--- config.mk ---
export PLATFORM = sky130hd
export DESIGN_NAME = rtc_flags_and_time_counters
export DESIGN_NICKNAME = d
export VERILOG_FILES = /design/src/verilog/rtc_types_pkg.sv /design/src/verilog/serial_reg_port.sv /design/src/verilog/rtc_flags_and_time_counters.sv
export VERILOG_INCLUDE_DIRS = /design/src /design/src/verilog
export SDC_FILE = /design/constraint.sdc
export NUM_CORES = 1
export LEC_CHECK = 0
export ABC_AREA = 1
export ABC_CLOCK_PERIOD_IN_PS = 2300
export BUFFER_PORTS_ARGS = -buffer_cell sky130_fd_sc_hd__buf_2
export CAP_MARGIN = 20
export CORE_MARGIN = 5
export CORE_UTILIZATION = 45
export DETAILED_ROUTE_END_ITERATION = 8
export SYNTH_ARGS = -nofsm -noshare
export SYNTH_HDL_FRONTEND = slang
export SYNTH_SLANG_ARGS = --single-unit
--- constraint.sdc ---
create_clock -name clk -period 2.3 [get_ports clk]
set_input_delay 0.23 -clock clk [delete_from_list [all_inputs] [get_ports clk]]
set_output_delay 0.23 -clock clk [all_outputs]
set_load 0.005 [all_outputs]
--- src/verilog/rtc_params.svh ---
/*
  Register offsets, field positions, reset values and timing counts of the
  real-time clock flag and time-counter block.
  Assumes a 25 MHz system clock and a 32.768 kHz crystal clock on a pin.
*/
`ifndef RTC_PARAMS_SVH
`define RTC_PARAMS_SVH

// ----------------------------------------------------------------------
// Register offsets
// ----------------------------------------------------------------------
`define RTC_ADDR_SECONDS 4'h0
`define RTC_ADDR_MINUTES 4'h1
`define RTC_ADDR_HOURS 4'h2
`define RTC_ADDR_ADJUST 4'h7
`define RTC_ADDR_CTRL1 4'hE
`define RTC_ADDR_CTRL2 4'hF

// ----------------------------------------------------------------------
// Control register 1 fields
// ----------------------------------------------------------------------
`define RTC_C1_WEEKLY_ALARM_ENABLE 7
`define RTC_C1_DAILY_ALARM_ENABLE 6
`define RTC_C1_MODE24 5
`define RTC_C1_CLKOUT_DISABLE_B 4
`define RTC_C1_TEST 3
`define RTC_C1_CT_HI 2

// ----------------------------------------------------------------------
// Control register 2 fields
// ----------------------------------------------------------------------
`define RTC_C2_VDSL 7
`define RTC_C2_VDET 6
`define RTC_C2_XST 5
`define RTC_C2_PON 4
`define RTC_C2_CLKOUT_DISABLE_A 3
`define RTC_C2_PERIODIC_IRQ_FLAG 2
`define RTC_C2_WEEKLY_ALARM_FLAG 1
`define RTC_C2_DAILY_ALARM_FLAG 0

// ----------------------------------------------------------------------
// Reset values and counter limits
// ----------------------------------------------------------------------
`define RTC_BYTE_RESET 8'h00
`define RTC_PRESCALE_MAX 15'h7FFF
`define RTC_BCD_59 7'h59
`define RTC_HOUR_23 6'h23
`define RTC_HOUR_12 5'h12
`define RTC_HOUR_11 5'h11
`define RTC_PULSE_2HZ_BIT 13
`define RTC_PULSE_1HZ_BIT 14

// ----------------------------------------------------------------------
// Timing
// ----------------------------------------------------------------------
`define RTC_CLK_HZ 25000000
`define RTC_ALARM_DELAY_US 61
`define RTC_ALARM_DELAY_CYCLES \
  ((`RTC_ALARM_DELAY_US * `RTC_CLK_HZ) / 1000000)

// Serial bus device address, value arbitrary
`define RTC_DEV_ADDR 7'h51

`endif

--- src/verilog/rtc_types_pkg.sv ---
/*
  Types shared by the real-time clock block and its serial register port.
  Assumes nothing of its surroundings.
*/
package rtc_types_pkg;
  typedef enum logic [2:0] {
    st_idle, st_addr, st_ptr, st_wdata, st_rdata, st_mack, st_rload
  } serial_state_type;

  typedef enum logic [2:0] {
    ct_off, ct_low, ct_2hz, ct_1hz, ct_sec, ct_min, ct_hour, ct_month
  } periodic_mode_type;
endpackage

--- src/verilog/serial_reg_port.sv ---
/*
  Two-wire serial slave that turns bus transfers into register reads and
  writes: address byte, register pointer byte, then data bytes with an
  auto-incrementing pointer.
  Assumes scl and sda arrive as pins from another domain; the wire level is
  resolved outside from sda_oe.
*/
`timescale 1ns/1ns
`default_nettype none
`include "rtc_params.svh"

module serial_reg_port import rtc_types_pkg::*; (
  input wire logic clk,
  input wire logic nrst,
  input wire logic scl_in,
  input wire logic sda_in,
  output logic sda_out,
  output logic sda_oe,
  output logic [3:0] reg_addr,
  output logic [7:0] wr_data,
  output logic wr_pulse,
  output logic start_pulse,
  input wire logic [7:0] rd_data
);
  logic scl_s1, scl_s2, scl_d, sda_s1, sda_s2, sda_d;
  logic scl_rise, scl_fall, start_cond, stop_cond;
  serial_state_type state, next_state;
  logic [3:0] bit_cnt, next_bit_cnt, ptr, next_ptr;
  logic [7:0] shreg, next_shreg;
  logic rw, next_rw, acking, next_acking, oe, next_oe;

  // --------------------------------------------------------------------
  // Pin synchronisers
  // --------------------------------------------------------------------
  always_ff @(posedge clk) begin
    scl_s1 <= scl_in;
    scl_s2 <= scl_s1;
    scl_d <= scl_s2;
    sda_s1 <= sda_in;
    sda_s2 <= sda_s1;
    sda_d <= sda_s2;
  end

  assign scl_rise = scl_s2 & ~scl_d;
  assign scl_fall = ~scl_s2 & scl_d;
  assign start_cond = scl_s2 & scl_d & sda_d & ~sda_s2;
  assign stop_cond = scl_s2 & scl_d & ~sda_d & sda_s2;

  // --------------------------------------------------------------------
  // Byte engine
  // --------------------------------------------------------------------
  always_comb begin
    next_state = state;
    next_bit_cnt = bit_cnt;
    next_ptr = ptr;
    next_shreg = shreg;
    next_rw = rw;
    next_acking = acking;
    next_oe = oe;
    wr_pulse = 1'b0;
    if (start_cond) begin
      next_state = st_addr;
      next_bit_cnt = 4'h0;
      next_acking = 1'b0;
      next_oe = 1'b0;
    end else if (stop_cond) begin
      next_state = st_idle;
      next_acking = 1'b0;
      next_oe = 1'b0;
    end else begin
      case (state)
        st_addr, st_ptr, st_wdata: begin
          if (scl_rise && bit_cnt < 4'h8) begin
            next_shreg = {shreg[6:0], sda_s2};
            next_bit_cnt = bit_cnt + 4'h1;
          end else if (scl_fall && bit_cnt == 4'h8 && !acking) begin
            if (state == st_addr && shreg[7:1] != `RTC_DEV_ADDR) begin
              next_state = st_idle;
            end else begin
              next_acking = 1'b1;
              next_oe = 1'b1;
              wr_pulse = (state == st_wdata);
              if (state == st_addr) next_rw = shreg[0];
              if (state == st_ptr) next_ptr = shreg[3:0];
            end
          end else if (scl_fall && bit_cnt == 4'h8) begin
            next_acking = 1'b0;
            next_oe = 1'b0;
            next_bit_cnt = 4'h0;
            if (state == st_addr && rw) begin
              next_state = st_rdata;
              next_shreg = rd_data;
              next_oe = ~rd_data[7];
            end else if (state == st_addr) begin
              next_state = st_ptr;
            end else if (state == st_ptr) begin
              next_state = st_wdata;
            end else begin
              next_ptr = ptr + 4'h1;
            end
          end
        end
        st_rdata: begin
          if (scl_rise && bit_cnt < 4'h8) begin
            next_bit_cnt = bit_cnt + 4'h1;
          end else if (scl_fall && bit_cnt == 4'h8) begin
            next_oe = 1'b0;
            next_state = st_mack;
          end else if (scl_fall) begin
            next_shreg = {shreg[6:0], 1'b0};
            next_oe = ~shreg[6];
          end
        end
        st_mack: begin
          if (scl_rise && sda_s2) begin
            next_state = st_idle;
          end else if (scl_rise) begin
            next_ptr = ptr + 4'h1;
            next_state = st_rload;
          end
        end
        st_rload: begin
          if (scl_fall) begin
            next_state = st_rdata;
            next_bit_cnt = 4'h0;
            next_shreg = rd_data;
            next_oe = ~rd_data[7];
          end
        end
        default: next_state = st_idle;
      endcase
    end
  end

  always_ff @(posedge clk) begin
    if (!nrst) begin
      state <= st_idle;
      bit_cnt <= 4'h0;
      ptr <= 4'h0;
      shreg <= `RTC_BYTE_RESET;
      rw <= 1'b0;
      acking <= 1'b0;
      oe <= 1'b0;
    end else begin
      state <= next_state;
      bit_cnt <= next_bit_cnt;
      ptr <= next_ptr;
      shreg <= next_shreg;
      rw <= next_rw;
      acking <= next_acking;
      oe <= next_oe;
    end
  end

  assign sda_out = 1'b0;
  assign sda_oe = oe;
  assign reg_addr = ptr;
  assign wr_data = shreg;
  assign start_pulse = start_cond;
endmodule // serial_reg_port

`default_nettype wire

--- src/verilog/rtc_flags_and_time_counters.sv ---
/*
  Power-on flag, clock-output gating, periodic and alarm interrupt flags,
  and the seconds, minutes and hours BCD counters of a real-time clock.
  Assumes a 25 MHz clk, the crystal clock on xtal_in, alarm compare results
  from same-clock logic, and a host on the two-wire serial bus.
*/
`timescale 1ns/1ns
`default_nettype none
`include "rtc_params.svh"

module rtc_flags_and_time_counters import rtc_types_pkg::*; (
  input wire logic clk,
  input wire logic nrst,
  input wire logic scl_in,
  input wire logic sda_in,
  output logic sda_out,
  output logic sda_oe,
  input wire logic xtal_in,
  input wire logic weekly_alarm_match,
  input wire logic daily_alarm_match,
  output logic slow_clock_out,
  output logic irq_pin_a_n,
  output logic irq_pin_b_n,
  output logic day_carry
);
  logic [3:0] reg_addr;
  logic [7:0] wr_data, rd_data;
  logic wr_pulse, start_pulse;
  logic xtal_s1, xtal_s2, xtal_d;
  logic tick, sec_inc, min_inc, hour_ev, day_c, period_ev, periodic_active;
  logic pon_hold, level_mode;
  logic [6:0] hour_calc;
  logic [14:0] prescaler, next_prescaler;
  logic [6:0] seconds, next_seconds, minutes, next_minutes;
  logic [5:0] hours, next_hours;
  logic [6:0] snap_sec, next_snap_sec, snap_min, next_snap_min;
  logic [5:0] snap_hour, next_snap_hour;
  logic [6:0] adjust, next_adjust;
  logic [7:0] ctrl1, next_ctrl1;
  logic power_up_flag, next_power_up_flag;
  logic osc_halt_monitor_n, next_osc_halt_monitor_n;
  logic vdsl, next_vdsl, vdet, next_vdet;
  logic clkout_disable_a, next_clkout_disable_a;
  logic level_flag, next_level_flag;
  logic weekly_alarm_flag, next_weekly_alarm_flag;
  logic daily_alarm_flag, next_daily_alarm_flag;
  logic next_slow_clock_out, next_day_carry;
  logic weekly_alarm_enable, daily_alarm_enable, clkout_disable_b;
  logic mode24;
  periodic_mode_type ct_mode;
  logic [1:0] alarm_match, alarm_en, alarm_hit;

  serial_reg_port u_port (
    .clk(clk),
    .nrst(nrst),
    .scl_in(scl_in),
    .sda_in(sda_in),
    .sda_out(sda_out),
    .sda_oe(sda_oe),
    .reg_addr(reg_addr),
    .wr_data(wr_data),
    .wr_pulse(wr_pulse),
    .start_pulse(start_pulse),
    .rd_data(rd_data)
  );

  assign weekly_alarm_enable = ctrl1[`RTC_C1_WEEKLY_ALARM_ENABLE];
  assign daily_alarm_enable = ctrl1[`RTC_C1_DAILY_ALARM_ENABLE];
  assign mode24 = ctrl1[`RTC_C1_MODE24];
  assign clkout_disable_b = ctrl1[`RTC_C1_CLKOUT_DISABLE_B];
  assign ct_mode = periodic_mode_type'(ctrl1[`RTC_C1_CT_HI:0]);
  assign level_mode = ctrl1[`RTC_C1_CT_HI];

  // --------------------------------------------------------------------
  // BCD helpers
  // --------------------------------------------------------------------
  function automatic logic [6:0] bcd_inc60(input logic [6:0] v);
    if (v == `RTC_BCD_59) bcd_inc60 = 7'h00;
    else if (v[3:0] == 4'h9) bcd_inc60 = {v[6:4] + 3'h1, 4'h0};
    else bcd_inc60 = {v[6:4], v[3:0] + 4'h1};
  endfunction

  // Returns {day carry, next hour}
  function automatic logic [6:0] hour_inc(input logic [5:0] h,
                                          input logic m24);
    if (m24 && h == `RTC_HOUR_23) hour_inc = 7'h40;
    else if (m24 && h[3:0] == 4'h9) hour_inc = {1'b0, h[5:4] + 2'h1, 4'h0};
    else if (m24) hour_inc = {1'b0, h[5:4], h[3:0] + 4'h1};
    else if (h[4:0] == `RTC_HOUR_12) hour_inc = {1'b0, h[5], 5'h01};
    else if (h[4:0] == `RTC_HOUR_11) hour_inc = {h[5], ~h[5], `RTC_HOUR_12};
    else if (h[3:0] == 4'h9) hour_inc = {1'b0, h[5], 1'b1, 4'h0};
    else hour_inc = {1'b0, h[5], h[4], h[3:0] + 4'h1};
  endfunction

  // --------------------------------------------------------------------
  // Crystal synchroniser
  // --------------------------------------------------------------------
  always_ff @(posedge clk) begin
    xtal_s1 <= xtal_in;
    xtal_s2 <= xtal_s1;
    xtal_d <= xtal_s2;
  end

  // --------------------------------------------------------------------
  // Alarm match delay, one per alarm
  // --------------------------------------------------------------------
  assign alarm_match = {daily_alarm_match, weekly_alarm_match};
  assign alarm_en = {daily_alarm_enable, weekly_alarm_enable};

  for (genvar i = 0; i < 2; i++) begin : g_alarm
    logic [10:0] dly, next_dly;
    logic md, hit;
    always_comb begin
      next_dly = dly;
      hit = 1'b0;
      if (!alarm_en[i]) next_dly = 11'h000;
      else if (alarm_match[i] && !md)
        next_dly = 11'(`RTC_ALARM_DELAY_CYCLES);
      else if (dly == 11'h001) begin
        hit = 1'b1;
        next_dly = 11'h000;
      end else if (dly != 11'h000) next_dly = dly - 11'h001;
    end
    always_ff @(posedge clk) begin
      if (!nrst) begin
        dly <= 11'h000;
        md <= 1'b0;
      end else begin
        dly <= next_dly;
        md <= alarm_match[i];
      end
    end
    assign alarm_hit[i] = hit;
  end

  // --------------------------------------------------------------------
  // Periodic output and register read
  // --------------------------------------------------------------------
  always_comb begin
    case (ct_mode)
      ct_low: periodic_active = 1'b1;
      ct_2hz: periodic_active = ~prescaler[`RTC_PULSE_2HZ_BIT];
      ct_1hz: periodic_active = ~prescaler[`RTC_PULSE_1HZ_BIT];
      ct_sec, ct_min, ct_hour, ct_month: periodic_active = level_flag;
      default: periodic_active = 1'b0;
    endcase
  end

  always_comb begin
    case (reg_addr)
      `RTC_ADDR_SECONDS: rd_data = {1'b0, snap_sec};
      `RTC_ADDR_MINUTES: rd_data = {1'b0, snap_min};
      `RTC_ADDR_HOURS: rd_data = {2'b00, snap_hour};
      `RTC_ADDR_ADJUST: rd_data = {1'b0, adjust};
      `RTC_ADDR_CTRL1: rd_data = ctrl1;
      `RTC_ADDR_CTRL2: rd_data = {vdsl, vdet, osc_halt_monitor_n,
        power_up_flag, clkout_disable_a, periodic_active,
        weekly_alarm_flag & weekly_alarm_enable,
        daily_alarm_flag & daily_alarm_enable};
      default: rd_data = `RTC_BYTE_RESET;
    endcase
  end

  // Pins follow the flags combinationally so flag and pin never disagree
  assign irq_pin_a_n = ~(periodic_active |
    (daily_alarm_flag & daily_alarm_enable));
  assign irq_pin_b_n = ~(weekly_alarm_flag & weekly_alarm_enable);

  // --------------------------------------------------------------------
  // Counters, flags and registers
  // --------------------------------------------------------------------
  assign tick = xtal_s2 & ~xtal_d;
  assign sec_inc = tick && prescaler == `RTC_PRESCALE_MAX;
  assign min_inc = sec_inc && seconds == `RTC_BCD_59;
  assign hour_ev = min_inc && minutes == `RTC_BCD_59;
  assign hour_calc = hour_inc(hours, mode24);
  assign day_c = hour_calc[6];
  assign pon_hold = power_up_flag &&
    !(wr_pulse && reg_addr == `RTC_ADDR_CTRL2 && !wr_data[`RTC_C2_PON]);

  always_comb begin
    case (ct_mode)
      ct_sec: period_ev = sec_inc;
      ct_min: period_ev = min_inc;
      ct_hour: period_ev = hour_ev;
      ct_month: period_ev = hour_ev && day_c;
      default: period_ev = 1'b0;
    endcase
  end

  always_comb begin
    next_prescaler = tick ? prescaler + 15'h0001 : prescaler;
    next_seconds = sec_inc ? bcd_inc60(seconds) : seconds;
    next_minutes = min_inc ? bcd_inc60(minutes) : minutes;
    next_hours = hour_ev ? hour_calc[5:0] : hours;
    next_day_carry = hour_ev && day_c;
    next_snap_sec = start_pulse ? seconds : snap_sec;
    next_snap_min = start_pulse ? minutes : snap_min;
    next_snap_hour = start_pulse ? hours : snap_hour;
    next_adjust = adjust;
    next_ctrl1 = ctrl1;
    next_power_up_flag = power_up_flag;
    next_osc_halt_monitor_n = osc_halt_monitor_n;
    next_vdsl = vdsl;
    next_vdet = vdet;
    next_clkout_disable_a = clkout_disable_a;
    next_level_flag = level_flag;
    next_weekly_alarm_flag = weekly_alarm_flag;
    next_daily_alarm_flag = daily_alarm_flag;
    if (wr_pulse) begin
      case (reg_addr)
        `RTC_ADDR_SECONDS: begin
          next_seconds = wr_data[6:0];
          next_prescaler = 15'h0000;
        end
        `RTC_ADDR_MINUTES: next_minutes = wr_data[6:0];
        `RTC_ADDR_HOURS: next_hours = wr_data[5:0];
        `RTC_ADDR_ADJUST: next_adjust = wr_data[6:0];
        `RTC_ADDR_CTRL1: next_ctrl1 = wr_data;
        `RTC_ADDR_CTRL2: begin
          next_vdsl = wr_data[`RTC_C2_VDSL];
          next_vdet = vdet & wr_data[`RTC_C2_VDET];
          next_osc_halt_monitor_n = wr_data[`RTC_C2_XST];
          next_power_up_flag = power_up_flag & wr_data[`RTC_C2_PON];
          next_clkout_disable_a = wr_data[`RTC_C2_CLKOUT_DISABLE_A];
          if (level_mode && !wr_data[`RTC_C2_PERIODIC_IRQ_FLAG])
            next_level_flag = 1'b0;
          next_weekly_alarm_flag = weekly_alarm_flag &
            wr_data[`RTC_C2_WEEKLY_ALARM_FLAG];
          next_daily_alarm_flag = daily_alarm_flag & wr_data[`RTC_C2_DAILY_ALARM_FLAG];
        end
        default: next_adjust = adjust;
      endcase
    end
    // Hardware set wins over a same-cycle clear
    if (period_ev) next_level_flag = 1'b1;
    if (alarm_hit[0]) next_weekly_alarm_flag = 1'b1;
    if (alarm_hit[1]) next_daily_alarm_flag = 1'b1;
    if (pon_hold) begin
      next_adjust = 7'h00;
      next_ctrl1 = `RTC_BYTE_RESET;
      next_vdsl = 1'b0;
      next_vdet = 1'b0;
      next_clkout_disable_a = 1'b0;
      next_level_flag = 1'b0;
      next_weekly_alarm_flag = 1'b0;
      next_daily_alarm_flag = 1'b0;
    end
    next_slow_clock_out = xtal_s2 &
      ~(next_clkout_disable_a & next_ctrl1[`RTC_C1_CLKOUT_DISABLE_B]);
  end

  always_ff @(posedge clk) begin
    if (!nrst) begin
      power_up_flag <= 1'b1;
      prescaler <= 15'h0000;
      seconds <= 7'h00;
      minutes <= 7'h00;
      hours <= 6'h00;
      snap_sec <= 7'h00;
      snap_min <= 7'h00;
      snap_hour <= 6'h00;
      adjust <= 7'h00;
      ctrl1 <= `RTC_BYTE_RESET;
      osc_halt_monitor_n <= 1'b0;
      vdsl <= 1'b0;
      vdet <= 1'b0;
      clkout_disable_a <= 1'b0;
      level_flag <= 1'b0;
      weekly_alarm_flag <= 1'b0;
      daily_alarm_flag <= 1'b0;
      slow_clock_out <= 1'b0;
      day_carry <= 1'b0;
    end else begin
      power_up_flag <= next_power_up_flag;
      prescaler <= next_prescaler;
      seconds <= next_seconds;
      minutes <= next_minutes;
      hours <= next_hours;
      snap_sec <= next_snap_sec;
      snap_min <= next_snap_min;
      snap_hour <= next_snap_hour;
      adjust <= next_adjust;
      ctrl1 <= next_ctrl1;
      osc_halt_monitor_n <= next_osc_halt_monitor_n;
      vdsl <= next_vdsl;
      vdet <= next_vdet;
      clkout_disable_a <= next_clkout_disable_a;
      level_flag <= next_level_flag;
      weekly_alarm_flag <= next_weekly_alarm_flag;
      daily_alarm_flag <= next_daily_alarm_flag;
      slow_clock_out <= next_slow_clock_out;
      day_carry <= next_day_carry;
    end
  end
endmodule // rtc_flags_and_time_counters

`default_nettype wire

* Yosys cells after proc, flatten, opt, wreduce, memory -nomap -nowiden
Cells that the tools add are included.
** Storage, ports and cells
- Register bits after elaboration :: 135
- Input bits :: 7
- Output and inout port bits :: 6
- Word-level logic and storage cells :: 328
** Operators by class
- Add/sub/neg operators :: 11
- $lt $le $gt $ge :: 1
- Equal/unequal tests :: 62
- Mux-type cells :: 112
- Bitwise operators :: 37
- Reductions and logical operators :: 62
** Operator list (number)
- 7-bit two-way mux :: 15
- 11-bit two-way mux :: 6
- 8-bit two-way mux :: 8
- 4-bit two-way mux :: 15
- 8-bit one-hot mux with 6 select lines :: 1
- 15-bit two-way mux :: 3
- 1-bit two-way mux :: 38
- 3-bit two-way mux :: 12
- 4-bit equality test (second input constant) :: 6
- 8-bit one-hot mux with 3 select lines :: 1
- 11-bit by 1-bit equality test with 1-bit output (second input constant) :: 2
- 11-bit nonzero test :: 2
- 11-bit by 1-bit subtractor with 11-bit output (second input constant) :: 2
- 3-bit equality test (second input constant) :: 7
- 4-bit by 1-bit adder with 4-bit output (second input constant) :: 5
- 5-bit two-way mux :: 4
- 1-bit inverter :: 20
- 1-bit logical AND :: 18
- 6-bit two-way mux :: 3
- 2-bit nonzero test :: 9
- 1-bit AND :: 16
- 8-bit AND reduction :: 2
- 15-bit by 1-bit adder with 15-bit output (second input constant) :: 1
- 15-bit equality test (second input constant) :: 1
- other kinds (42) :: 88

* Logic depth before layout (Yosys ltp)
- Depth in word-level cells :: 17
- Depth in mapped cells :: 14

* By module
Synthesis repeated with hierarchy kept, for this count alone.
** Second synthesis, totals
- Cell total of the unflattened synthesis :: 1066
- Area total of the unflattened synthesis :: 7468.4 um^2
** Modules (own cells, without submodules)
- rtc_flags_and_time_counters :: times used 1, cells each 776, area an instance 5639.2 um^2
- serial_reg_port :: times used 1, cells each 290, area an instance 1829.3 um^2

* Worst setup path before layout
OpenSTA, ideal clock, no wires.
- Path kind :: reg-to-reg
- Start :: reg u_port.bit_cnt[0]
- End :: reg seconds[5]
- Library setup time :: 122 ps
- Data arrival time :: 1612 ps
- Path slack :: 566 ps
- Stages on the path, launching flop included :: 13
- Cells stage by stage :: dfxtp_1 inv_1 ha_1 nand3_2 nor2_4 nand2_4 nor2_4 inv_2 nor2_4 nand2_2 buf_6 o21ai_0 a21oi_1
** Between the ends
- Word-level cells in the longest chain between the ends :: 9
- Elaborated cells between the ends (all ways) :: 11
- Those cells by class :: order compare: 1; eq/ne: 1; mux: 6; reduce/logical: 3
** RTL lines
- start, declared :: line serial_reg_port.sv:28 : logic [3:0] bit_cnt, next_bit_cnt, ptr, next_ptr;
- start signal, assigned :: line serial_reg_port.sv:146 : bit_cnt <= next_bit_cnt;
- 4-bit equality test :: line serial_reg_port.sv:76 : end else if (scl_fall && bit_cnt == 4'h8 && !acking) begin
- 1-bit logical AND (2 in series) :: line serial_reg_port.sv:76
- 1-bit two-way mux :: line serial_reg_port.sv:76
- 1-bit two-way mux (*) :: line serial_reg_port.sv:73 : if (scl_rise && bit_cnt < 4'h8) begin
- 1-bit two-way mux (*) :: line serial_reg_port.sv:71 : case (state)
- 1-bit two-way mux (*) :: line serial_reg_port.sv:66 : end else if (stop_cond) begin
- 1-bit two-way mux (*) :: line serial_reg_port.sv:61 : if (start_cond) begin
- 7-bit two-way mux (*) :: line rtc_flags_and_time_counters.sv:210 : if (wr_pulse) begin
- end signal, assigned :: line rtc_flags_and_time_counters.sv:277 : seconds <= next_seconds;
- end, declared :: line rtc_flags_and_time_counters.sv:34 : logic [6:0] seconds, next_seconds, minutes, next_minutes;
Every way passes the cells marked *; elsewhere a longest branch is shown, timed or not.
A chain may end at the register's enable or synchronous reset.

* Worst setup path after layout
- Start :: reg seconds[1]
- End :: reg hours[3]
** Between the ends
- Word-level cells in the longest chain between the ends :: 6
** RTL lines
- 7-bit equality test (no source line) (*)
- 1-bit logical AND (no source line) (*) (2 in series)
- 6-bit two-way mux (*) :: line rtc_flags_and_time_counters.sv:195 : next_hours = hour_ev ? hour_calc[5:0] : hours;
- 6-bit two-way mux :: line rtc_flags_and_time_counters.sv:211 : case (reg_addr)
- 6-bit two-way mux (*) :: line rtc_flags_and_time_counters.sv:210
- end signal, assigned :: line rtc_flags_and_time_counters.sv:279 : hours <= next_hours;
- end, declared :: line rtc_flags_and_time_counters.sv:35 : logic [5:0] hours, next_hours;
Marks and branches as above.

==> flow_metrics.env <==
export IMPL_ys_flop_type="dfxtp_1"
export IMPL_fin_skew_ns=0.00861
export IMPL_ant_nets=0
export IMPL_grt_use_total_pct=21.8
export IMPL_seqCellArea_um2=2700
export IMPL_p_per_area_nw_per_um2=810
export IMPL_vias=6916
export IMPL_synth_edf_count=0
export IMPL_swShare_pct=31.7
export IMPL_pwr_share_comb_pct=19.5
export IMPL_drcViolationCount=0
export IMPL_cts_tree="done"
export IMPL_core_um2=15900
export IMPL_relSlewSlack_pct=60.1
export IMPL_initial_core_util_pct=46.1
export IMPL_crit_slowest_cell="dfxtp_1"
export IMPL_path_cells="inv_1 > ha_1 > nand2_1 > nor2_2 > nand3_1 > inv_1 > nand3_1 > inv_1 > nand3_1 > nand3_1 > nand2_1 > a21oi_1"
export IMPL_cts_sinks=135
export IMPL_clk_latency_ns=0.43
export IMPL_first_global_vias=6360
export IMPL_num_fill_cells=1618
export IMPL_period_share_pct=90.1
export IMPL_max_freq_mhz=482
export IMPL_nets=1126
export IMPL_dr_pass1_iters=5
export IMPL_rsz0062_at_grt="false"
export IMPL_place_gp_congestion=0.940
export IMPL_synth_seq_cells=135
export IMPL_setup_tns_ns=0
export IMPL_path_clk_slew_ns=0.06
export IMPL_peakVddDrop_uv=653
export IMPL_syn_nets=1099
export IMPL_most_common_layout_cells="nand2_1, nor2_1, dfxtp_1, inv_1, o21ai_0"
export IMPL_crit_fanout=5
export IMPL_finalPower_uw=6720
export IMPL_worst_ep_arrival_time_ns=2.43
export IMPL_syn_area_per_cell_um2=6.88
export IMPL_multi_input_area_um2=4030
export IMPL_cp_data_required_time_ns=2.65
export IMPL_worstPathBufferInverterCount=3
export IMPL_r2r_setup_slack_ns=0.23
export IMPL_final_max_slew_viol_count=0
export IMPL_dp_hpwl_um=14200
export IMPL_path_class="register to register"
export IMPL_htreeDepth=4
export IMPL_seq_power_share_pct=38.6
export IMPL_drive_gt1_share_pct=9.66
export IMPL_numCtsBuffers=17
export IMPL_min_period_ns=2.07
export IMPL_crit_path_end_kind="register"
export IMPL_hp_class="input pin to register"
export IMPL_worstMarginPinSlew_ns=0.598
export IMPL_yosysWarnings=0
export IMPL_path_delay_family="simple AND/OR/NAND/NOR gates"
export IMPL_grt_overflow=0
export IMPL_io_pin_count=13
export IMPL_wl_um=19600
export IMPL_routedWlPerCell_um=14.8
export IMPL_max_cap_viol_count=0
export IMPL_intPower_uw=4590
export IMPL_clockRootBuffer="clkbuf_16"
export IMPL_netlist_area_um2=7350
export IMPL_cpPeakStageDelay_ns=0.33
export IMPL_layout_commonest_cell="nand2_1"
export IMPL_critPathMostFrequentCell="nand3_1"
export IMPL_setup_viol=0
export IMPL_die_area_um2=19000
export IMPL_power_switching_uw=2130
export IMPL_via_per_inst=5.22
export IMPL_cts_max_path_buffers=2
export IMPL_grt_antenna_before_repair=0
export IMPL_grt_pass1_wl_um=32700
export IMPL_status="finished, final reports clean"
export IMPL_io_buffers=11
export IMPL_die_width_um=138
export IMPL_row_count=46
export IMPL_synthArstFlopShare_pct=0
export IMPL_cp_start_kind="register"
export IMPL_die_h_um=138
export IMPL_synth_cell_type_count=52
export IMPL_finalHoldViolations=0
export IMPL_diodes=0
export IMPL_area_delta_synth_final_pct=12.8
export IMPL_synth_seq_area_share_pct=36.8
export IMPL_synthCells=1068
export IMPL_grt_max_degree=37
export IMPL_pwr_share_clk_pct=41.9
export IMPL_leakagePower_uw=0.00345
export IMPL_drt_initial_drc_count=590
[worst register-to-register path, stage by stage, from the launching register on]
cell	delay [ns]
dfxtp_1	0.33
inv_1	0.11
ha_1	0.16
nand2_1	0.06
nor2_2	0.20
nand3_1	0.20
inv_1	0.20
nand3_1	0.22
inv_1	0.16
nand3_1	0.09
nand3_1	0.11
nand2_1	0.05
a21oi_1	0.12
[layer usage]
| metal | vias to the layer above | wire (µm) | track usage [%] |
|---|---|---|---|
| met4 | 0 | 365 | 6.48 |
| met5 | - | 0 | 0 |
| met3 | 29 | 1130 | 4.20 |
| met1 | 3152 | 9480 | 31.8 |
| li1 | 3556 | - | - |
| met2 | 179 | 8670 | 32.6 |
[area by class of cell]
type,instances,area share [%]
Multi-Input combinational cell,786,48.6
Sequential cell,135,32.6
Clock inverter,13,2.07
Tap cell,216,3.26
Inverter,123,5.57
Timing Repair Buffer,32,2.72
Clock buffer,19,5.22
[power groups by stage]
stage	sequential (µW)	clock, µW	combinational (µW)
floorplan	2590	0	978
global placement	2640	0	1310
detailed placement	2640	0	1280
CTS	2590	2870	1300
global route	2610	2980	1500
finish	2590	2810	1310
[state kept, by name, indices dropped and copies added, names as in the netlist, 4 cells and up]
register         count
snap_hour            6
adjust               7
u_port.reg_addr      4
minutes              7
snap_min             7
u_port.bit_cnt       4
g_alarm.dly         22
hours                6
ctrl1                8
snap_sec             7
seconds              7
u_port.wr_data       8
prescaler           15
[worst paths after layout]
kind | startpoint | endpoint | cells after the start
worst min-delay path | nrst | g_alarm[0].md | 3
worst max-delay path | seconds[1] | hours[3] | 12
worst max register to register | seconds[1] | hours[3] | 12
worst min register to register | u_port.scl_s1 | u_port.scl_s2 | 0
[synth_stat cells, types with 2 or more instances]
cell / number / area [µm²]
a211oi_1: 3 / 22.5
a21oi_1: 83 / 415
a21oi_2: 6 / 52.6
a22o_1: 2 / 17.5
a31oi_1: 4 / 25.0
and3_1: 2 / 12.5
buf_2: 2 / 10.0
buf_4: 4 / 30.0
buf_6: 6 / 67.6
clkbuf_1: 9 / 33.8
clkinv_1: 4 / 15.0
dfxtp_1: 135 / 2700
ha_1: 24 / 300
inv_1: 113 / 424
inv_2: 6 / 22.5
nand2_1: 211 / 792
nand2_2: 10 / 62.6
nand3_1: 75 / 375
nand3_2: 3 / 30.0
nand3b_1: 2 / 15.0
nand4_1: 25 / 156
nor2_1: 154 / 578
nor2_2: 6 / 37.5
nor2_4: 6 / 67.6
nor3_1: 19 / 95.1
nor3_4: 4 / 65.1
nor3b_1: 4 / 30.0
o211ai_1: 5 / 37.5
o21a_1: 2 / 15.0
o21ai_0: 92 / 460
o21ai_1: 3 / 15.0
o21ai_2: 2 / 17.5
o22ai_1: 2 / 12.5
xnor2_1: 7 / 61.3
xor2_1: 16 / 140
[what timing repair did]
item	4_1_cts	5_1_grt
hold buffers	5	0
buffers inserted	0	0
resized for setup	0	1
hold endpoints to repair	5	0
endpoints found under the setup margin	0	1
[stage by stage]
stage	area, µm²	util (%)	hold slack [ns]	instances	setup slack (ns)
3_3_place_gp	7640	47.9	0.312	1287	0.265
4_1_cts	8290	52.0	0.146	1324	0.238
3_5_place_dp	7640	47.9	0.312	1287	0.236
6_report	8290	52.0	0.157	1324	0.227
2_1_floorplan	7350	-	0.258	1068	0.566
5_1_grt	8290	52.0	0.178	1324	0.00241
[cell families (layout without fill, tap and decap cells)]
| kind of cell | after synthesis | after routing | synth area share (%) |
|---|---|---|---|
| and+or+nand+nor | 528 | 528 | 32.4 |
| AOI/OAI and AO/OA | 210 | 210 | 15.5 |
| buffers and inverters | 147 | 187 | 8.43 |
| DFF | 135 | 135 | 36.8 |
| adders and majority gates | 24 | 24 | 4.09 |
| xor gates and xnor gates | 23 | 23 | 2.74 |
| other | 1 | 1 | 0.0510 |
Power figures use the tool's default switching activity.
